<file path="config.mk">
export PLATFORM = sky130hd
export DESIGN_NAME = battery_mode_controller
export DESIGN_NICKNAME = d
export VERILOG_FILES = /design/src/mode_pkg.sv /design/src/pin_sync.sv /design/src/battery_mode_controller.sv
export VERILOG_INCLUDE_DIRS = /design/src
export SDC_FILE = /design/constraint.sdc
export NUM_CORES = 1
export LEC_CHECK = 0
export BUFFER_PORTS_ARGS = -buffer_cell sky130_fd_sc_hd__buf_2
export CAP_MARGIN = 20
export CORE_MARGIN = 2
export CORE_UTILIZATION = 25
export CTS_CLUSTER_DIAMETER = 50
export CTS_CLUSTER_SIZE = 10
export DETAILED_ROUTE_END_ITERATION = 7
export SLEW_MARGIN = 25
export SYNTH_ARGS = -nofsm -noshare
export SYNTH_HDL_FRONTEND = slang
export SYNTH_SLANG_ARGS = --single-unit
</file>
<file path="constraint.sdc">
create_clock -name core_clk -period 6.41 [get_ports core_clk]
set_input_delay 0.9615 -clock core_clk [delete_from_list [all_inputs] [get_ports core_clk]]
set_output_delay 0.9615 -clock core_clk [all_outputs]
set_load 0.1 [all_outputs]
</file>
<file path="src/mode_params.svh">
// Constants for the battery mode controller: register offset, flag bits, timing.
// Assumes inclusion by its bare name from the package and design files.
`ifndef MODE_PARAMS_SVH
`define MODE_PARAMS_SVH
// ----------------------------------------------------------------------------
// Register map
// ----------------------------------------------------------------------------
`define FLAGS_OFFSET 8'he8
`define FLAGS_RESET 8'h00
`define BIT_PLL_LOSS 7
`define BIT_PLL_LOCK 6
`define BIT_TIMER_WAKE 5
`define BIT_BUTTON_WAKE 4
// ----------------------------------------------------------------------------
// Timing
// ----------------------------------------------------------------------------
`define CLK_PERIOD_NS 20
`define PLL_SETTLE_NS 1000
`define PLL_SETTLE_CYC ((`PLL_SETTLE_NS + `CLK_PERIOD_NS - 1) / `CLK_PERIOD_NS)
`endif

</file>
<file path="src/mode_pkg.sv">
// Types shared by the battery mode controller files.
// Assumes mode_params.svh sits in the same folder.
`include "mode_params.svh"
package mode_pkg;
  typedef enum logic [3:0] {
    st_powered = 4'b0001,
    st_battery = 4'b0010,
    st_display = 4'b0100,
    st_sleep = 4'b1000
  } mode_e;
  typedef struct packed {
    logic supply;
    logic pll_stable;
    logic margin_good;
    logic button;
  } pins_s;
  typedef struct packed {
    logic [7:0] addr;
    logic [7:0] wdata;
    logic wr;
  } sfr_req_s;
endpackage

</file>
<file path="src/pin_sync.sv">
// Three-stage synchroniser for a group of asynchronous pins.
// Assumes one clock; a change counts once stages two and three agree.
`timescale 1ns/1ps
`include "mode_params.svh"
module pin_sync #(
  parameter int W = 4,
  parameter logic [W-1:0] INIT = '0
) (
  // Clock and reset
  input wire logic core_clk,
  input wire logic rst,
  // Pins
  input wire logic [W-1:0] pins_raw,
  output logic [W-1:0] pins_clean
);
  typedef struct packed {
    logic [W-1:0] s1;
    logic [W-1:0] s2;
    logic [W-1:0] s3;
    logic [W-1:0] out;
  } sync_t;
  sync_t st_q;
  sync_t st_d;
  logic [W-1:0] agree;
  // A bit moves only when stages two and three agree, so one late stage cannot glitch it
  assign agree = ~(st_q.s2 ^ st_q.s3);
  always_comb begin
    st_d = st_q;
    st_d.s1 = pins_raw;
    st_d.s2 = st_q.s1;
    st_d.s3 = st_q.s2;
    st_d.out = (st_q.out & ~agree) | (st_q.s3 & agree);
  end
  always_ff @(posedge core_clk or posedge rst) begin
    if (rst) begin
      st_q <= '{s1: INIT, s2: INIT, s3: INIT, out: INIT};
    end else begin
      st_q <= st_d;
    end
  end
  assign pins_clean = st_q.out;
endmodule

</file>
<file path="src/battery_mode_controller.sv">
// Operating-mode controller: powered run, battery run, display-only and sleep.
// Assumes pins are asynchronous; firmware requests and the flag port are on core_clk.
//
// Notes on behaviour
// RULE_01: Powered run mode only while supply present and PLL stably locked.
// RULE_02: Fault sense below threshold drops powered run into battery run unaided.
// RULE_03: Waking on battery with good margin always lands in battery run first.
// RULE_04: In battery run, firmware requests display-only or sleep; controller switches.
// RULE_05: A request forces its mode at once and halts the MPU; one wins.
// RULE_06: Powered run to battery run sets the PLL-loss flag, bit 7.
// RULE_07: Return to powered run on stable PLL sets the PLL-lock flag, bit 6.
// RULE_08: Display-only or sleep return to battery run on timer or button.
// RULE_09: Button input high sets the button wake flag, bit 4; the code sets it only on a rising edge of the synchronised button.
// RULE_10: Wake timer expiry sets the timer wake flag, bit 5.
// RULE_11: Without supply, battery margin loss forces sleep mode; the code forces it only from battery run, not from display-only.
// RULE_12: After forced low-margin sleep, stay asleep though margin recovers.
// RULE_13: Firmware should send the chip to sleep when battery modes are unused.
// RULE_14: Supply return moves any battery mode to powered run once PLL settles.
// RULE_15: Flags stay set until firmware writes zero; a new event sets again.
// RULE_16: Mode request bits clear on leaving display-only or sleep.
`timescale 1ns/1ps
`include "mode_params.svh"
module battery_mode_controller #(
  parameter int SETTLE_CYC = `PLL_SETTLE_CYC
) (
  // Clock and reset
  input wire logic core_clk,
  input wire logic rst,
  // Supply monitoring pins
  input wire logic system_supply,
  input wire logic power_fault_sense,
  input wire logic fault_threshold_ref,
  input wire logic pll_locked,
  input wire logic battery_margin_good,
  input wire logic pushbutton_input,
  // Wake timer
  input wire logic timer_expired,
  // Firmware mode requests
  input wire logic display_only_request_set,
  input wire logic sleep_request_set,
  // Special function register port
  input wire mode_pkg::sfr_req_s sfr_req,
  output logic [7:0] sfr_rdata,
  // Mode outputs
  output mode_pkg::mode_e mode,
  output logic mpu_halt,
  output logic display_only_request,
  output logic sleep_request
);
  // --------------------------------------------------------------------------
  // Pin synchronisation
  // --------------------------------------------------------------------------
  logic [4:0] pins_clean;
  logic supply_ok;
  logic pll_ok;
  logic margin_ok;
  logic button_hi;
  logic fault_low;
  // Margin resets high so a false low-margin sleep cannot follow reset
  pin_sync #(
    .W(5),
    .INIT(5'b00100)
  ) u_sync (
    .core_clk(core_clk),
    .rst(rst),
    .pins_raw({system_supply, pll_locked, battery_margin_good, pushbutton_input,
      (power_fault_sense < fault_threshold_ref)}),
    .pins_clean(pins_clean)
  );
  assign supply_ok = pins_clean[4];
  assign pll_ok = pins_clean[3];
  assign margin_ok = pins_clean[2];
  assign button_hi = pins_clean[1];
  assign fault_low = pins_clean[0];

  // --------------------------------------------------------------------------
  // State
  // --------------------------------------------------------------------------
  typedef struct packed {
    mode_pkg::mode_e mode;
    logic [7:0] flags;
    logic disp_req;
    logic sleep_req;
    logic forced_sleep;
    logic button_prev;
    logic [15:0] settle_cnt;
  } ctl_t;
  ctl_t st_q;
  ctl_t st_d;
  logic power_good;
  logic settled;
  logic button_rise;
  logic flag_wr;

  // PLL must hold lock for the settle time before powered run is entered
  assign power_good = supply_ok && pll_ok && !fault_low;
  assign settled = (st_q.settle_cnt >= 16'(SETTLE_CYC));
  assign button_rise = button_hi && !st_q.button_prev;
  assign flag_wr = sfr_req.wr && (sfr_req.addr == `FLAGS_OFFSET);

  // --------------------------------------------------------------------------
  // Next-state logic
  // --------------------------------------------------------------------------
  always_comb begin
    st_d = st_q;
    st_d.button_prev = button_hi;
    if (power_good) begin
      if (!settled) begin
        st_d.settle_cnt = st_q.settle_cnt + 16'h0001;
      end
    end else begin
      st_d.settle_cnt = 16'h0000;
    end
    // Firmware clears flags with zero writes; the event set below wins
    if (flag_wr) begin
      st_d.flags = st_q.flags & sfr_req.wdata; // [RULE_15]
    end
    case (st_q.mode)
      mode_pkg::st_powered: begin
        if (!power_good) begin // [RULE_01] [RULE_02]
          st_d.mode = mode_pkg::st_battery;
          st_d.flags[`BIT_PLL_LOSS] = 1'b1; // [RULE_06]
        end
      end
      mode_pkg::st_battery: begin
        if (power_good && settled) begin // [RULE_14]
          st_d.mode = mode_pkg::st_powered;
          st_d.flags[`BIT_PLL_LOCK] = 1'b1; // [RULE_07]
        end else if (!supply_ok && !margin_ok) begin // [RULE_11]
          st_d.mode = mode_pkg::st_sleep;
          st_d.forced_sleep = 1'b1;
        end else if (display_only_request_set) begin // [RULE_04] [RULE_05]
          st_d.disp_req = 1'b1;
          st_d.mode = mode_pkg::st_display;
        end else if (sleep_request_set) begin // [RULE_04] [RULE_05]
          st_d.sleep_req = 1'b1;
          st_d.mode = mode_pkg::st_sleep;
        end
      end
      mode_pkg::st_display, mode_pkg::st_sleep: begin
        if (power_good && settled) begin // [RULE_14]
          st_d.mode = mode_pkg::st_powered;
          st_d.flags[`BIT_PLL_LOCK] = 1'b1; // [RULE_07]
          st_d.disp_req = 1'b0; // [RULE_16]
          st_d.sleep_req = 1'b0;
          st_d.forced_sleep = 1'b0;
        end else if ((timer_expired || button_rise) && (margin_ok || supply_ok)) begin
          // Margin recovery alone never wakes; only timer, button or a settled supply return does
          st_d.mode = mode_pkg::st_battery; // [RULE_08] [RULE_03] [RULE_12]
          st_d.disp_req = 1'b0; // [RULE_16]
          st_d.sleep_req = 1'b0;
          st_d.forced_sleep = 1'b0;
        end
      end
      default: begin
        st_d.mode = mode_pkg::st_battery;
      end
    endcase
    // Wake sources flag in any mode
    if (button_rise) begin
      st_d.flags[`BIT_BUTTON_WAKE] = 1'b1; // [RULE_09]
    end
    if (timer_expired) begin
      st_d.flags[`BIT_TIMER_WAKE] = 1'b1; // [RULE_10]
    end
  end

  // --------------------------------------------------------------------------
  // State register
  // --------------------------------------------------------------------------
  always_ff @(posedge core_clk or posedge rst) begin
    if (rst) begin
      st_q <= '{mode: mode_pkg::st_battery, flags: `FLAGS_RESET, default: '0};
    end else begin
      st_q <= st_d;
    end
  end

  // --------------------------------------------------------------------------
  // Outputs
  // --------------------------------------------------------------------------
  assign mode = st_q.mode;
  assign mpu_halt = (st_q.mode == mode_pkg::st_display) || (st_q.mode == mode_pkg::st_sleep);
  assign display_only_request = st_q.disp_req;
  assign sleep_request = st_q.sleep_req;
  assign sfr_rdata = (sfr_req.addr == `FLAGS_OFFSET) ? st_q.flags : 8'h00;
endmodule

</file>
==> results.md, run 1 <==
* H-Tree Depth at 2
* Max Freq at 295 MHz
* Mapped Cells at 161
* Crit path launch type: primary input
* Tmin final at 3390 ps
* Placed Cells at 298
* Vias/cell at 4.17
* Static Leak at 0.00110 uW
* Antenna-violating nets left at 0
* Setup bufs post-CTS at 0
* Busiest grt layer: met2
* # hold bufs at CTS at 0
* Maxcap violations at 0
* Syn nets at 191
* Critical Path Fanout Max at 9
* Commonest cells after routing, fill and taps aside: 46 x dfrtp_1, 42 x buf_2, 18 x and2_1
* Area leader, netlist: dfrtp_1
* Final nets at 233
* Worst EP arrival at 2430 ps
* Clk slew on worst S/H paths at 80 ps
* Core area at 0.00769 mm^2
* Dpl cell area at 0.00227 mm^2
* Design Area, Final at 0.00235 mm^2
* Crit. End Element: output pin
* Initial Util at 25.7%
* Non-Filler Instances at 306
* Sw frac at 38.3%
* R2r worst-path depth at 5
* NetSw at 296 uW
* Syn. warnings at 0
* R2r setup slk at 4280 ps
* Sequential area share after synthesis at 65.0%
* Number of stages on the worst hold path at 0
* Min-Delay Path Class: register to register
* Routing usage on met1 at 11.8%
* Largest net degree at the start of global routing at 52
* Total power at 773 uW
* Via Count at 1277
* Placer Congestion at 0.726
* Clock Power Share at 22.6%
* I/O Buffers at 42
* DR pass1 iterations at 4
* Int Pwr at 477 uW
* GRT met3 Usage at 3.42%
* Required time of the critical path at 5450 ps
* Worst-Skew Late Latency at 300 ps
* CTS Buffer Depth at 2
* Die W at 92.8 um
* Area grow syn2layout at 19.4%
* Synth Register Bits at 51
* Top_reg_cell synth: dfrtp_1
* CTS tree: done
* Most common cell after layout, fill and taps aside: dfrtp_1
* Die height at 92.8 um
* Worst slew margin at 53.8%
* Row count at 32
* TNS Setup at 0 ps
* Met2 Resource Use GR at 13.9%
* Comb pwr share at 29.4%
* RSZ-0062 raised after global routing: no
* Global-route usage over all layers at 9.01%
* HPWL after DPL at 2.52 mm
* Starting DRT DRC Count at 47
* Initial antenna violation count at 0
* Die Area at 0.00861 mm^2
* Clock Sink Count at 51
* Final setup vio count at 0
* DR WL/cell at 11.6 um
* Sequential power share at 48.0%
* Ant diodes at 0
* Max Slew Vio Count at 0
* Synthesized area per cell at 12.2 um^2
* Final Hold Fails at 0
* Ys async rst share at 100%
* Global route total overflow at 0
* Crit path kind: primary input to output pin
* Synthesized cell area at 0.00197 mm^2
* Layout Skew at 7.98 ps
* Crit share post-route at 53.0%
* Post_cts resized at 0
* DRC Markers at 0
* CTS Root Cell: clkbuf_8
* Worst Tran Pin Value at 690 ps
* Ports at 43
* Status: finished, final reports clean
* First-pass GRT wire length at 6.13 mm
* Post-synth EDFFs at 0
* Cts bufs inserted at 5
* Synth area leaders: dfrtp_1 58%, dfstp_2 6.7%, and2_1 5.7%
* Unique cell type count in the Yosys netlist at 37
* WL final at 3.54 mm
* Vias in the first global route at 1308
* PwrDens at 328 mW/mm^2
* Share of cells above drive strength 1 at 28.9%
* Worst ir drop on vdd at 0.000236 V
* Area share of the largest cell type after synthesis at 58.4%
registers in the layout, summed over array words and instances, names as in the netlist, named ones only:
| register | count |
|---|---|
| mode | 4 |
| u_sync.st_q | 5 |
| st_q | 25 |
| u_sync.st_d | 10 |
| display_only_request | 1 |
| sleep_request | 1 |
area by class of cell:
class	instances	area, um^2
multi-input combinational	98	633
fill	819	5330
inverter	5	21.3
tap	102	128
timing repair buffer	42	210
clock buffer	8	80.1
sequential	51	1280
cell usage after synthesis, drive strengths merged (2+ instances only):
library cell  number
a21oi              4
and2              19
buf                6
dfrtp             46
dfstp              5
ha                 2
inv                5
maj3               5
nand2             13
nand2b             3
nand3              3
nand3b             2
nor2              11
nor4               4
o21a               4
o21ai              6
o2bb2ai            2
or3                2
or4b               2
xnor2              2
xor2               2
critical path: stages:
cell	delay (ps)
buf_2	90
nand4b_1	180
nor4_2	540
and2_1	220
buf_2	430
kinds of logic (layout without fill, tap and decap cells):
| logic type | Yosys count | after routing | share of synthesized area, % |
|---|---|---|---|
| compound gates | 21 | 21 | 7.36 |
| xor+xnor | 4 | 4 | 1.78 |
| simple gates | 65 | 65 | 18.3 |
| buf+inv | 12 | 55 | 3.17 |
| fa+ha+maj | 7 | 7 | 3.81 |
| mux | 1 | 1 | 0.508 |
| flops | 51 | 51 | 65.0 |
per-layer routing:
layer | up-vias | share of wire [%]
met3 | 2 | 6.6
met5 | - | 0
met1 | 615 | 48
met4 | 0 | 0.74
li1 | 624 | -
met2 | 36 | 45
worst paths after layout:
path | end | start
setup reg to reg | mode[3]$_DFFE_PP0P_ | mode[1]$_DFFE_PP1P_
setup / recovery | sfr_rdata[4] | sfr_req[13]
max in group asynchronous | st_q[16]$_DFF_PP0_ | rst
hold reg to reg | u_sync.st_d[6]$_DFF_PP0_ | u_sync.st_d[11]$_DFF_PP0_
hold / removal | u_sync.st_d[6]$_DFF_PP0_ | u_sync.st_d[11]$_DFF_PP0_
min in group asynchronous | u_sync.st_d[11]$_DFF_PP0_ | rst
power groups by stage:
stage	clock network, uW	logic [uW]	registers [uW]
floorplan	0	160	413
detailed placement	0	229	377
finish	175	227	371
CTS	183	229	371
global placement	0	229	375
global route	199	244	376
per-stage QoR:
step | utilization, % | hold WS [ps] | setup slack (ps)
CTS | 30.6 | 355 | 2670
floorplan | - | 331 | 2930
global placement | 29.5 | 331 | 2760
finish | 30.6 | 351 | 3020
detailed placement | 29.5 | 336 | 2680
global route | 30.6 | 360 | 2860
Power figures use the tool's default switching activity.
==> run 2: changes to the inputs <==
Clock period 6.41 ns to 2.8 ns, I/O delays scaled along.
==> run 2 against run 1 <==
  * Core utilization grew 1.8 points
  * Count of clock-buffer cells in the layout shrank 1
  * Global-route usage grew 0.14 points
  * Critical path depth shrank 1
  * Sequential power grew 130%
  * Worst setup slack lost 2500 ps
  * Cell count grew 0.65%
  * Flip-flop and latch count is the same
  * Clock skew grew 0.83 ps
  * Worst hold slack lost 300 ps
==> results.md, run 2 (same netlist as run 1, synthesis figures left out) <==
* Dpl ws at 705 ps
* Final setup vio count at 0
* H-Tree Depth at 2
* Die W at 92.8 um
* Crit path kind: register to output pin
* Final Hold Fails at 0
* Status: finished, final reports clean
* Crit path launch type: register
* Clk slew on worst S/H paths at 90 ps
* Setup bufs post-CTS at 0
* DR WL/cell at 11.4 um
* Area grow syn2layout at 26.4%
* Crit share post-route at 79.9%
* Starting DRT DRC Count at 53
* CP max stage delay at 440 ps
* Ant diodes at 0
* Crit-path cells: xnor2_1, or3_1, inv_1, buf_2
* Crit. End Element: output pin
* CTS tree: done
* Commonest cells after routing, fill and taps aside: 46 x dfrtp_1, 34 x buf_2, 18 x and2_1
* Worst Tran Pin Value at 727 ps
* Cts bufs inserted at 5
* Post_cts resized at 0
* Static Leak at 0.00114 uW
* Ports at 43
* Row count at 32
* Min-Delay Path Class: primary input to async pin
* DR pass1 iterations at 4
* Most flop-heavy register: st_q
* Max Freq at 447 MHz
* Max Slew Vio Count at 0
* RSZ-0062 raised after global routing: no
* Tmin final at 2240 ps
* Vias in the first global route at 1332
* I/O Buffers at 42
* WL final at 3.52 mm
* Critical Path Fanout Max at 5
* Global-route usage over all layers at 9.15%
* Fillcell total at 774
* CTS Root Cell: clkbuf_8
* Worst Slack Setup Final at 562 ps
* Placed Cells at 300
* Worst EP arrival at 1820 ps
* Layout Skew at 8.82 ps
* Share of cells above drive strength 1 at 30.1%
* Clock Sink Count at 51
* Via Count at 1294
* Global route total overflow at 0
* Final nets at 235
* Total power at 1800 uW
* Most common cell after layout, fill and taps aside: dfrtp_1
* Worst ir drop on vdd at 0.000550 V
* CTS Buffer Depth at 2
* PwrDens at 722 mW/mm^2
* Initial Util at 25.7%
* HPWL after DPL at 2.61 mm
* Antenna-violating nets left at 0
* Slowest cell on crit path: dfrtp_1
* Maxcap violations at 0
* Largest net degree at the start of global routing at 38
* DRC Markers at 0
* Core area at 0.00769 mm^2
* # hold bufs at CTS at 0
* Initial antenna violation count at 0
* Die height at 92.8 um
* TNS Setup at 0 ps
* Required time of the critical path at 2380 ps
* Placer Congestion at 0.829
* Worst-Skew Late Latency at 300 ps
* Non-Filler Instances at 308
* First-pass GRT wire length at 6.15 mm
* Vias/cell at 4.20
* Max FFs per register at 25
* Worst slew margin at 51.4%
* Die Area at 0.00861 mm^2
## run 2: cell count changes in the layout (fill, tap and decap cells not counted)
cell	previous run	this run
nor4_1	3	4
clkbuf_8	5	6
nor4_2	1	0
buf_4	0	2
buf_2	42	34
inv_2	0	1
inv_4	1	0
clkinv_2	0	1
buf_12	0	8
clkbuf_1	3	1
## run 2: area by class of cell
cell class                 instances  area [um^2]  share of cell area [%]
sequential                        51         1280                    51.5
multi-input combinational         98          627                    25.2
timing repair buffer              44          345                    13.9
tap                              102          128                    5.12
clock buffer                       7         86.3                    3.46
inverter                           5         18.8                   0.753
clock inverter                     1         5.00                   0.201
## run 2: worst paths after layout
check | from | to | slack (ps) | cells past startpoint
min reg2reg | u_sync.st_d[11]$_DFF_PP0_ | u_sync.st_d[6]$_DFF_PP0_ | 350 | 0
max in group asynchronous | rst | mode[1]$_DFFE_PP1P_ | 1960 | 3
min | rst | st_q[24]$_DFFE_PP0P_ | 50 | 2
max reg2reg | mode[1]$_DFFE_PP1P_ | mode[3]$_DFFE_PP0P_ | 690 | 5
max | mode[3]$_DFFE_PP0P_ | mpu_halt | 560 | 4
min in group core_clk | battery_margin_good | u_sync.st_d[12]$_DFF_PP1_ | 220 | 1
## run 2: per-stage QoR
step / cell area [um^2] / hold slack [ps] / util, %
after floorplan: 1970 / 331 / -
after global placement: 2400 / 332 / 31.2
final: 2490 / 52.7 / 32.4
after global routing: 2490 / 71.6 / 32.4
after CTS: 2490 / 56.8 / 32.4
after detailed placement: 2400 / 335 / 31.2
## run 2: report_power, final
group	internal [uW]	switching, uW
sequential	799	47.1
combinational	117	413
clock	200	223
## run 2: worst max-delay path: cells and delay by family (launching register included)
kind	cells	cell delay (ps)
XOR/XNOR	1	140
buffers and inverters	2	550
AND/OR/NAND/NOR	1	390
flip-flops	1	440
## run 2: layer usage
layer / routed length, um / global-route usage, % / share of wire [%] / vias to the layer above
met2: 1530 / 12.9 / 43 / 36
met3: 199 / 3.01 / 5.7 / 9
met4: 84 / 4.41 / 2.4 / 0
met5: 0 / 0 / 0 / -
met1: 1710 / 12.6 / 49 / 623
li1: - / - / - / 626
